$ cat src/common/hsbs_pkg.sv
/*
 Shared constants for the hot-swap bus supervisor: register map, field
 layout, policy codes, blink counts, timing and the supervisor states.
 Assumes a 125 MHz system clock and an APB master with 32-bit data.
*/
package hsbs_pkg;
	localparam int CLK_MHZ = 125;
	localparam int STARTUP_US = 100;
	localparam int STARTUP_CYC = STARTUP_US * CLK_MHZ;
	localparam int BLINK_HALF_MS = 250;
	localparam int BLINK_HALF_CYC = BLINK_HALF_MS * 1000 * CLK_MHZ;
	localparam int BLINK_GAP_HALVES = 4;
	localparam int MAX_SLOTS = 8;

	localparam int ADDR_W = 8;
	localparam logic [7:0] OFS_CTRL = 8'h00;
	localparam logic [7:0] OFS_DECL = 8'h04;
	localparam logic [7:0] OFS_CMD = 8'h08;
	localparam logic [7:0] OFS_STATUS = 8'h0c;
	localparam logic [7:0] OFS_DIAG = 8'h10;

	localparam int POLICY_W = 3;
	localparam int CTRL_POLICY_LSB = 0;
	localparam logic [2:0] POL_DIS_DECL = 3'h0;
	localparam logic [2:0] POL_DIS = 3'h1;
	localparam logic [2:0] POL_DIS_NOSC = 3'h2;
	localparam logic [2:0] POL_EN_SC_DECL = 3'h3;
	localparam logic [2:0] POL_EN_SC = 3'h4;
	localparam logic [2:0] POL_EN_NOSC = 3'h5;
	localparam logic [2:0] POLICY_RST = POL_EN_NOSC;
	localparam logic [7:0] DECL_RST = 8'h00;

	localparam int CMD_WARM = 0;
	localparam int CMD_COLD = 1;
	localparam int CMD_ORIGIN = 2;
	localparam int CMD_DOWNLOAD = 3;

	localparam logic [2:0] BLINKS_NONE = 3'h0;
	localparam logic [2:0] BLINKS_TWO = 3'h2;
	localparam logic [2:0] BLINKS_FOUR = 3'h4;

	localparam int ST_RUN_BIT = 0;
	localparam int ST_STARTUP_BIT = 1;
	localparam int ST_STOP_BIT = 2;
	localparam int ST_WAITDL_BIT = 3;
	localparam int ST_POLICY_LSB = 4;
	localparam int ST_BLINK_LSB = 8;
	localparam int ST_FAILSAFE_BIT = 12;
	localparam int ST_ABNORMAL_BIT = 13;
	localparam int DIAG_ABSENT_LSB = 0;
	localparam int DIAG_INCOMPAT_LSB = 8;
	localparam int DIAG_NONDECL_LSB = 16;

	typedef enum logic [1:0] {st_startup, st_run, st_stop, st_wait_dl} hsbs_state_t;
endpackage

$ cat src/rtl/hsbs_blink.sv
/*
 Diagnostic indicator blink generator: a burst of the requested number of
 flashes, then a dark gap, repeated. Assumes count is steady for a burst.
*/
`timescale 1ns/10ps
module hsbs_blink #(
	parameter int HALF_CYC = 31250000,
	parameter int GAP_HALVES = 4
) (
	input wire logic pclk,
	input wire logic presetn,
	input wire logic [2:0] count,
	output logic led
);
	logic [31:0] tick_cnt;
	logic [4:0] step;
	logic tick;
	logic [4:0] last_step;

	assign tick = (tick_cnt == 32'(HALF_CYC - 1));
	assign last_step = 5'({count, 1'b0} + 5'(GAP_HALVES) - 5'h01);

	always_ff @(posedge pclk or negedge presetn)
	begin
		if (!presetn)
			tick_cnt <= 32'h0;
		else if (tick)
			tick_cnt <= 32'h0;
		else
			tick_cnt <= tick_cnt + 32'h1;
	end

	always_ff @(posedge pclk or negedge presetn)
	begin
		if (!presetn)
			step <= 5'h00;
		else if (tick)
			step <= (step >= last_step) ? 5'h00 : step + 5'h01;
	end

	always_ff @(posedge pclk or negedge presetn)
	begin
		if (!presetn)
			led <= 1'b0;
		else
			led <= (count != 3'h0) && (step < 5'({count, 1'b0})) && !step[0];
	end
endmodule // hsbs_blink

$ cat src/rtl/hsbs_supervisor.sv
/*
 Hot-swap bus supervisor: classifies bus slots, applies the selected
 policy to move between startup, Run, Stop and wait-for-download, drives
 the diagnostic indicator and the output fail-safe, over an APB slave.
 Assumes slot status pins are asynchronous and an APB master on pclk.
*/
`timescale 1ns/10ps
module hsbs_supervisor import hsbs_pkg::*; #(
	parameter int N_SLOTS = 8,
	parameter int STARTUP_CYCLES = STARTUP_CYC,
	parameter int BLINK_HALF_CYCLES = BLINK_HALF_CYC
) (
	input wire logic pclk,
	input wire logic presetn,
	input wire logic psel,
	input wire logic penable,
	input wire logic pwrite,
	input wire logic [ADDR_W-1:0] paddr,
	input wire logic [31:0] pwdata,
	output logic [31:0] prdata,
	output logic pready,
	output logic pslverr,
	input wire logic [N_SLOTS-1:0] slot_present_pin,
	input wire logic [N_SLOTS-1:0] slot_respond_pin,
	input wire logic [N_SLOTS-1:0] slot_model_ok_pin,
	output logic run_mode,
	output logic outputs_failsafe,
	output logic [N_SLOTS-1:0] input_hold,
	output logic diagnostic_indicator
);
	generate
		if (N_SLOTS < 1 || N_SLOTS > MAX_SLOTS || STARTUP_CYCLES < 1 || BLINK_HALF_CYCLES < 1)
		begin : g_bad_param
			$error("hsbs_supervisor: unsupported parameter value");
		end
	endgenerate

	logic [N_SLOTS-1:0] pres_m, pres_s, resp_m, resp_s, model_m, model_s;
	logic [POLICY_W-1:0] policy;
	logic [POLICY_W-1:0] act_policy;
	logic [N_SLOTS-1:0] declared;
	hsbs_state_t state;
	hsbs_state_t next_state;
	logic [31:0] startup_cnt;
	logic ran;
	logic [2:0] stop_code;
	logic [2:0] next_stop_code;
	logic [N_SLOTS-1:0] snap_pres, snap_model;
	logic [N_SLOTS-1:0] absent, incompat, nondecl;
	logic abn_decl, abn_any, bus_changed, startup_done;
	logic startup_fault, run_fault, decl_only;
	logic [2:0] blink_code;
	logic wr_en, rd_en, wr_cmd;
	logic cmd_restart, cmd_origin, cmd_download;
	logic [31:0] next_rdata;
	logic addr_ok;

	// Two-flop synchronisers for the slot status pins.
	always_ff @(posedge pclk or negedge presetn)
	begin
		if (!presetn)
		begin
			pres_m <= '0;
			pres_s <= '0;
			resp_m <= '0;
			resp_s <= '0;
			model_m <= '0;
			model_s <= '0;
		end
		else
		begin
			pres_m <= slot_present_pin;
			pres_s <= pres_m;
			resp_m <= slot_respond_pin;
			resp_s <= resp_m;
			model_m <= slot_model_ok_pin;
			model_s <= model_m;
		end
	end

	// Slot classification.
	assign incompat = declared & pres_s & ~model_s;
	assign absent = declared & (~pres_s | ~resp_s);
	assign nondecl = ~declared & pres_s;
	assign abn_decl = |(incompat | absent);
	assign abn_any = abn_decl | (|nondecl);
	assign decl_only = (act_policy == POL_DIS_DECL) || (act_policy == POL_EN_SC_DECL);
	assign bus_changed = (snap_pres != pres_s) || (snap_model != (model_s & pres_s));
	assign startup_done = (startup_cnt == 32'(STARTUP_CYCLES - 1));

	always_comb
	begin
		case (act_policy)
			POL_DIS_DECL, POL_EN_SC_DECL: startup_fault = abn_decl;
			POL_DIS, POL_EN_SC: startup_fault = abn_any;
			default: startup_fault = 1'b0;
		endcase
	end

	always_comb
	begin
		case (act_policy)
			POL_DIS_DECL: run_fault = abn_decl;
			POL_DIS: run_fault = abn_any;
			POL_DIS_NOSC: run_fault = bus_changed;
			default: run_fault = 1'b0;
		endcase
	end

	// APB decode; a transfer completes at the edge where pready is high.
	assign wr_en = psel && penable && pready && pwrite;
	assign rd_en = psel && penable && !pready && !pwrite;
	assign wr_cmd = wr_en && (paddr == OFS_CMD);
	assign cmd_origin = wr_cmd && pwdata[CMD_ORIGIN];
	assign cmd_restart = wr_cmd && (pwdata[CMD_WARM] || pwdata[CMD_COLD]);
	assign cmd_download = wr_cmd && pwdata[CMD_DOWNLOAD];
	assign addr_ok = (paddr == OFS_CTRL) || (paddr == OFS_DECL) || (paddr == OFS_CMD)
		|| (paddr == OFS_STATUS) || (paddr == OFS_DIAG);

	always_comb
	begin
		next_state = state;
		next_stop_code = stop_code;
		if (cmd_origin)
			next_state = st_wait_dl;
		else if ((cmd_restart || cmd_download) && state != st_wait_dl)
			next_state = st_startup;
		else
		begin
			case (state)
				st_startup:
					if (startup_done)
					begin
						if (startup_fault)
						begin
							next_state = st_stop;
							next_stop_code = BLINKS_FOUR;
						end
						else
							next_state = st_run;
					end
				st_run:
					if (run_fault)
					begin
						next_state = st_stop;
						next_stop_code = (act_policy == POL_DIS_NOSC) ? BLINKS_TWO : BLINKS_FOUR;
					end
				st_stop:
					next_state = st_stop;
				st_wait_dl:
					if (cmd_download)
						next_state = st_startup;
				default:
					next_state = st_startup;
			endcase
		end
	end

	always_ff @(posedge pclk or negedge presetn)
	begin
		if (!presetn)
		begin
			state <= st_startup;
			stop_code <= BLINKS_NONE;
		end
		else
		begin
			state <= next_state;
			stop_code <= next_stop_code;
		end
	end

	always_ff @(posedge pclk or negedge presetn)
	begin
		if (!presetn)
			startup_cnt <= 32'h0;
		else if (state != st_startup || next_state != st_startup)
			startup_cnt <= 32'h0;
		else if (!startup_done)
			startup_cnt <= startup_cnt + 32'h1;
	end

	// Policy is taken only while starting up and held otherwise.
	always_ff @(posedge pclk or negedge presetn)
	begin
		if (!presetn)
			act_policy <= POLICY_RST;
		else if (state == st_startup)
			act_policy <= policy;
	end

	// Bus content snapshot taken on entry to Run.
	always_ff @(posedge pclk or negedge presetn)
	begin
		if (!presetn)
		begin
			snap_pres <= '0;
			snap_model <= '0;
		end
		else if (state != st_run && next_state == st_run)
		begin
			snap_pres <= pres_s;
			snap_model <= model_s & pres_s;
		end
	end

	always_ff @(posedge pclk or negedge presetn)
	begin
		if (!presetn)
			ran <= 1'b0;
		else if (next_state == st_startup || next_state == st_wait_dl)
			ran <= 1'b0;
		else if (next_state == st_run)
			ran <= 1'b1;
	end

	always_ff @(posedge pclk or negedge presetn)
	begin
		if (!presetn)
		begin
			run_mode <= 1'b0;
			outputs_failsafe <= 1'b1;
			input_hold <= '0;
		end
		else
		begin
			run_mode <= (state == st_run);
			outputs_failsafe <= (state != st_run) && !ran;
			input_hold <= ~pres_s;
		end
	end

	// Stop shows its own code; otherwise any abnormality gives two flashes.
	assign blink_code = (state == st_stop) ? stop_code
		: (abn_any ? BLINKS_TWO : BLINKS_NONE);

	hsbs_blink #(
		.HALF_CYC(BLINK_HALF_CYCLES),
		.GAP_HALVES(BLINK_GAP_HALVES)
	) u_blink (
		.pclk(pclk),
		.presetn(presetn),
		.count(blink_code),
		.led(diagnostic_indicator)
	);

	// Software registers.
	always_ff @(posedge pclk or negedge presetn)
	begin
		if (!presetn)
			policy <= POLICY_RST;
		else if (wr_en && paddr == OFS_CTRL)
			policy <= pwdata[CTRL_POLICY_LSB +: POLICY_W];
	end

	always_ff @(posedge pclk or negedge presetn)
	begin
		if (!presetn)
			declared <= DECL_RST[N_SLOTS-1:0];
		else if (wr_en && paddr == OFS_DECL)
			declared <= pwdata[N_SLOTS-1:0];
	end

	always_comb
	begin
		next_rdata = 32'h0;
		case (paddr)
			OFS_CTRL: next_rdata[CTRL_POLICY_LSB +: POLICY_W] = policy;
			OFS_DECL: next_rdata[N_SLOTS-1:0] = declared;
			OFS_STATUS:
			begin
				next_rdata[ST_RUN_BIT] = (state == st_run);
				next_rdata[ST_STARTUP_BIT] = (state == st_startup);
				next_rdata[ST_STOP_BIT] = (state == st_stop);
				next_rdata[ST_WAITDL_BIT] = (state == st_wait_dl);
				next_rdata[ST_POLICY_LSB +: POLICY_W] = act_policy;
				next_rdata[ST_BLINK_LSB +: 3] = blink_code;
				next_rdata[ST_FAILSAFE_BIT] = outputs_failsafe;
				next_rdata[ST_ABNORMAL_BIT] = decl_only ? abn_decl : abn_any;
			end
			OFS_DIAG:
			begin
				next_rdata[DIAG_ABSENT_LSB +: N_SLOTS] = absent;
				next_rdata[DIAG_INCOMPAT_LSB +: N_SLOTS] = incompat;
				next_rdata[DIAG_NONDECL_LSB +: N_SLOTS] = nondecl;
			end
			default: next_rdata = 32'h0;
		endcase
	end

	// One wait state: pready rises in the second access cycle.
	always_ff @(posedge pclk or negedge presetn)
	begin
		if (!presetn)
		begin
			pready <= 1'b0;
			pslverr <= 1'b0;
			prdata <= 32'h0;
		end
		else
		begin
			pready <= psel && penable && !pready;
			pslverr <= psel && penable && !pready && !addr_ok;
			prdata <= rd_en ? next_rdata : 32'h0;
		end
	end
endmodule // hsbs_supervisor

$ cat config.mk
export PLATFORM = sky130hd
export DESIGN_NAME = hsbs_supervisor
export DESIGN_NICKNAME = d
export VERILOG_FILES = /design/src/common/hsbs_pkg.sv /design/src/rtl/hsbs_blink.sv /design/src/rtl/hsbs_supervisor.sv
export SDC_FILE = /design/constraint.sdc
export NUM_CORES = 1
export LEC_CHECK = 0
export BUFFER_PORTS_ARGS = -buffer_cell sky130_fd_sc_hd__buf_2
export CAP_MARGIN = 20
export CORE_MARGIN = 4
export CORE_UTILIZATION = 30
export CTS_CLUSTER_SIZE = 12
export DETAILED_ROUTE_END_ITERATION = 16
export PLACE_DENSITY = 0.55
export SETUP_SLACK_MARGIN = 0.2
export SYNTH_ARGS = -nofsm -noshare
export SYNTH_HDL_FRONTEND = slang
export SYNTH_SLANG_ARGS = --single-unit
$ cat constraint.sdc
create_clock -name pclk -period 3.2 [get_ports pclk]
set_input_delay 0.96 -clock pclk [delete_from_list [all_inputs] [get_ports pclk]]
set_output_delay 0.96 -clock pclk [all_outputs]
set_load 0.05 [all_outputs]
Word-level counts from Yosys, hierarchy flattened
Cells that the tools add are included.
Widths: inputs -> output; s select.
{ "totals": {"reg_bits": 190, "out_inout_bits": 45} }
{ "classes": {"addsub": 5, "magnitude_cmp": 2, "n_eq_ne": 23, "mux": 31, "bitwise_logic": 14, "reduce_logical": 46} }
{ "op_table": {"columns": ["operator", "n"], "rows": [
  ["$mux 32", 3],
  ["$add 32x1->32 const B", 2],
  ["$and 8x8->8", 5],
  ["$eq 32x14->1 const B", 1],
  ["$eq 32x25->1 const B", 1],
  ["$not 8->8", 4],
  ["$mux 24", 1],
  ["$logic_and 1x1->1", 17],
  ["$eq 8x4->1 const B", 2],
  ["$ne 8x8->1", 2],
  ["$or 8x8->8", 2],
  ["$reduce_or 8->1", 2],
  ["$mux 3", 5],
  ["$mux 2", 7],
  ["$pmux 3 s2", 2],
  ["$pmux 3 s4", 1],
  ["$pmux 4 s3", 1],
  ["$logic_or 1x1->1", 10],
  ["$mux 10", 1],
  ["$eq 8x3->1 const B", 1],
  ["$eq 8x5->1 const B", 1],
  ["$logic_not 8->1", 1],
  ["$ne 2x2->1 const B", 4],
  ["$pmux 2 s4", 1],
  ["25 further kinds", 44]
]} }

Depth between registers and ports, before layout
{ "logic_depth": {"ltp_word": 15, "mapped_depth": 12, "depth_no_buf": 11} }

Modules after synthesis
Synthesis repeated with hierarchy kept, for this count alone.
{ "unflattened": {"hier_cells": 748, "area_unflattened_um2": 8199.1} }
{ "modules_own_cells": {"columns": ["module", "instances", "cells_each", "area_per_inst_um2", "seq_area_each_um2"], "rows": [
  ["hsbs_supervisor", 1, 548, 6114.6, 3784.9],
  ["hsbs_blink", 1, 200, 2084.5, 950.9]
]} }

Least setup slack after synthesis
OpenSTA, ideal clock, no wires.
{ "synth_timing": {"path_kind": "input -> register", "from": "in paddr[1]", "to": "reg snap_model[2]", "setup_time_ns": 0.083, "arrival_time_ns": 2.986, "required_time_ns": 3.117, "slack_ns": 0.131, "cell_stages": 10, "path_buffers": 1, "cell_sequence": "or4_1 > nor4_2 > nand2_1 > a31oi_1 > o211ai_1 > ha_1 > nand2b_1 > clkbuf_1 > nand2_1 > o21ai_0"} }
{ "synth_via": {"elab_chain_len": 9, "elab_cells_between_ends": 13} }
{ "synth_lines": {"columns": ["item", "line_no", "source"], "rows": [
  ["start, declared", "hsbs_supervisor.sv:18", "input wire logic [ADDR_W-1:0] paddr,"],
  ["$eq 8x4->1 (*)", "hsbs_supervisor.sv:113", "assign wr_cmd = wr_en && (paddr == OFS_CMD);"],
  ["$logic_and 1x1->1 (*)", "hsbs_supervisor.sv:113", null],
  ["$logic_and 1x1->1, on equally long branches", "hsbs_supervisor.sv:116, hsbs_supervisor.sv:115", null],
  ["$mux 2 or $logic_or 1x1->1 (tied branches)", "hsbs_supervisor.sv:151, hsbs_supervisor.sv:126", null],
  ["$pmux 2 s4 or $logic_and 1x1->1 (tied branches)", "hsbs_supervisor.sv:130, hsbs_supervisor.sv:126", null],
  ["$mux 2", "hsbs_supervisor.sv:126", "else if ((cmd_restart || cmd_download) && state != st_wait_dl)"],
  ["$mux 2 (*)", "hsbs_supervisor.sv:124", "if (cmd_origin)"],
  ["net next_state[0]", "hsbs_supervisor.sv:43", "hsbs_state_t next_state;"],
  ["$eq 2x1->1 (*)", "hsbs_supervisor.sv:200", "else if (state != st_run && next_state == st_run)"],
  ["$logic_and 1x1->1 (*)", "hsbs_supervisor.sv:200", null],
  ["end signal, assigned", "hsbs_supervisor.sv:203", "snap_model <= model_s & pres_s;"],
  ["end, declared", "hsbs_supervisor.sv:48", "logic [N_SLOTS-1:0] snap_pres, snap_model;"]
]} }
Mark *: on every way through the listed nets, which the timed path passes. The rest lies on a longest branch.
A chain may end at the register's enable or synchronous reset.

Worst setup path in the final report
{ "layout_timing": {"from": "in paddr[1]", "to": "reg snap_pres[5]"} }
{ "layout_via": {"elab_chain_len": 9, "elab_cells_between_ends": 13} }
{ "layout_lines": {"columns": ["item", "line_no", "source"], "rows": [
  ["$eq 8x4->1 (*)", "hsbs_supervisor.sv:113", null],
  ["$logic_and 1x1->1 (*)", "hsbs_supervisor.sv:113", null],
  ["$logic_and 1x1->1, on equally long branches", "hsbs_supervisor.sv:116, hsbs_supervisor.sv:115", null],
  ["$mux 2 or $logic_or 1x1->1 (tied branches)", "hsbs_supervisor.sv:151, hsbs_supervisor.sv:126", null],
  ["$pmux 2 s4 or $logic_and 1x1->1 (tied branches)", "hsbs_supervisor.sv:130, hsbs_supervisor.sv:126", null],
  ["$mux 2", "hsbs_supervisor.sv:126", null],
  ["$mux 2 (*)", "hsbs_supervisor.sv:124", null],
  ["net next_state[0]", "hsbs_supervisor.sv:43", null],
  ["$eq 2x1->1 (*)", "hsbs_supervisor.sv:200", null],
  ["$logic_and 1x1->1 (*)", "hsbs_supervisor.sv:200", null],
  ["end signal, assigned", "hsbs_supervisor.sv:202", "snap_pres <= pres_s;"],
  ["end, declared", "hsbs_supervisor.sv:48", null]
]} }
Marks and branches as above.

==> run summary <==
Status - complete, no violations
# IOs - 114
#FFs+latches synth - 189
Most frequent CP cell - nand2_1
Count of buffers from port buffering - 81
Synth top area share - 56.8%
First-pass GRT wire length - 30900 um
Worst-margin pin slew - 0.601 ns
Setup Viol. Count Final - 0
H-tree levels - 4
Drt wl/cell - 15.9 um
Final Skew - 0.0204 ns
Die width - 172 um
Cells after Synth - 747
Final worst path period share - 88.1%
Share of layout cells above drive strength 1 - 19.9%
Nature of the critical path endpoint - register
Nets - 928
Dpl ws - -0.0964 ns
Antenna violations before repair - 1
Cells along the critical path - buf_2, or4_1, nor4_2, buf_4, nand2_1, a31oi_1, o211ai_1, ha_1, nand2b_1, buf_12, nand2_1, o21ai_0
Final Worst Setup Slack - 0.381 ns
EDFF count, synth - 0
Ant diodes - 0
Critical path launch point type - primary input
Detailed Route WL - 19000 um
DRC viols - 0
Area of the core - 26400 sq um
Most common cell after layout, fill and taps aside - dfrtp_1
Row Count - 59
Syn_area_per_cell - 10.9 sq um
RSZ-0062 raised after global routing - false
Vias per cell - 4.71
Setup tns final - 0 ns
Clk_lat worst skew - 0.45 ns
CTS tree - done
DRT iter0 DRCs - 381
Mapped Area - 8110 sq um
Clk pin slew, worst setup/hold paths - 0.08 ns
P_leak - 4.50 nW
Vias in the first global route - 5579
CP max FO - 32
Max incr delay on CP - 0.52 ns
Antenna-violating nets left - 0
CTS resizes - 0
Slew headroom - 59.9%
Syn-to-layout area delta - 19.5%
Fin crit period - 2.82 ns
Netlist cell types - 57
Synth top area cells - dfrtp_1 57%, xor2_1 5.6%, nor2_1 3.8%
Placed cells - 1166
FILL cells - 2559
Clock Path Buffers - 2
Clk sinks - 189
Layout Cells excl Fill - 1198
Commonest non-fill, non-tap cells in the layout - 184 x dfrtp_1, 82 x nor2_1, 80 x buf_2
Ys async rst share - 100%
Vias - 5647
Initial Util - 30.8%
Die height - 172 um
Grt total ovfl - 0
Routability cong. - 0.841
Pwr per Cell Area - 536 nW/um^2
Critical path's top delay family - simple AND/OR/NAND/NOR gates
Critical Path AT - 3.18 ns
CP bufs+invs - 3
DRT Pass-1 Iters - 4
Number of CTS-inserted buffers - 17
Total track usage - 13.4%
F_max - 0.355 GHz
Die area - 29700 sq um
R2R Setup Slk - 0.39 ns
WP data required - 3.56 ns
CTS Hold Bufs - 0
Hold Vio Cnt, Final - 0
Hold WC Path Type - reg -> reg
Max_cap viols - 0
YS warnings - 0
Core Util, Final - 36.8%
Slowest stage cell, crit path - or4_1
Kind of critical path - in -> reg
Largest net degree at the start of global routing - 76
Slew Viols, Final - 0
Multi-input gate area - 3200 sq um
Postcts setup bufs - 0
Register area - 4740 sq um
VDD IR max - 0.385 mV
Ys flop type - dfrtp_1
Seq/Total Area, Yosys - 58.4%
Final HPWL DP - 14000 um
Clock Root Buffer - clkbuf_16
Largest area contributor in the netlist - dfrtp_1
## cells in the mapped netlist (6+ instances only)
| cell | number |
|---|---|
| clkbuf_1 | 13 |
| mux2_2 | 15 |
| or2_2 | 6 |
| inv_1 | 24 |
| buf_4 | 8 |
| dfrtp_1 | 184 |
| nand2b_1 | 12 |
| nor2_1 | 82 |
| or3_1 | 7 |
| xor2_1 | 52 |
| nor4_1 | 10 |
| nor3b_1 | 6 |
| nor3_1 | 7 |
| and4_1 | 7 |
| ha_1 | 9 |
| nand2_1 | 71 |
| o21ai_0 | 33 |
| and3_1 | 13 |
| a21oi_1 | 27 |
| nand4_1 | 20 |
| nand3_1 | 44 |
| xnor2_1 | 20 |
## worst reg2reg max path: stages (launching register included)
cell,delay (ns)
dfrtp_1,0.43
nor4_2,0.31
nand4_1,0.13
or4_4,0.61
a211o_1,0.28
o311ai_1,0.12
a31oi_1,0.19
ha_1,0.22
nand2b_1,0.12
buf_12,0.19
nand2_1,0.07
o21ai_0,0.07
## path summary, 6_finish.rpt
path	start	to	depth (start not counted)
worst min register to register	pres_m[5]	pres_s[5]	0
max in group asynchronous	presetn	outputs_failsafe	2
min in group asynchronous	presetn	input_hold[2]	1
worst max-delay path	paddr[1]	snap_pres[5]	12
worst max register to register	startup_cnt[21]	snap_pres[5]	11
worst min-delay path	pres_m[5]	pres_s[5]	0
## area by class of cell
| class | instances | area share, % |
|---|---|---|
| clock buffer | 17 | 4.39 |
| sequential | 189 | 48.9 |
| clock inverter | 15 | 2.21 |
| multi-input combinational | 516 | 33.0 |
| timing repair buffer | 102 | 6.29 |
| inverter | 24 | 0.930 |
| tap | 335 | 4.33 |
## metrics by stage
| step | power [W] | cell area (sq um) | hold slack [ns] |
|---|---|---|---|
| 3_5_place_dp | 0.00304 | 9040 | 0.335 |
| 4_1_cts | 0.00527 | 9680 | 0.346 |
| 3_3_place_gp | 0.00304 | 9040 | 0.332 |
| 2_1_floorplan | 0.00286 | 8150 | 0.331 |
| 6_report | 0.00520 | 9690 | 0.345 |
| 5_1_grt | 0.00543 | 9690 | 0.358 |
## routing by layer
metal  global-route usage (%)  vias to the layer above  routed length, um
met5                        0                        -                  0
met4                     3.62                        0                214
met3                     2.54                       12                720
met2                     20.3                      103               8450
met1                     19.7                     2756               9620
li1                         -                     2776                  -
## cells by family after synthesis
logic type               share of synthesized area (%)
AO/OA/AOI/OAI                                     7.34
multiplexers                                      2.70
AND/OR/NAND/NOR                                   19.6
flip-flops                                        58.4
other                                           0.0462
adder cells (fa/ha/maj)                           1.39
XOR/XNOR                                          7.77
buffers and inverters                             2.73
## report_power, final
group	internal, W	switching (W)	leakage [nW]
Sequential	0.00248	0.0000948	2.46
Clock	0.00109	0.00111	0.307
Combinational	0.000141	0.000271	1.74
## state kept, by name, indices dropped and copies added, names as in the netlist, 5 cells and up
signal / count
prdata: 24
snap_pres: 8
startup_cnt: 32
model_m: 8
pres_s: 8
model_s: 8
input_hold: 8
u_blink.step: 5
snap_model: 8
resp_m: 8
resp_s: 8
u_blink.tick_cnt: 32
pres_m: 8
declared: 8
Power figures use the tool's default switching activity.
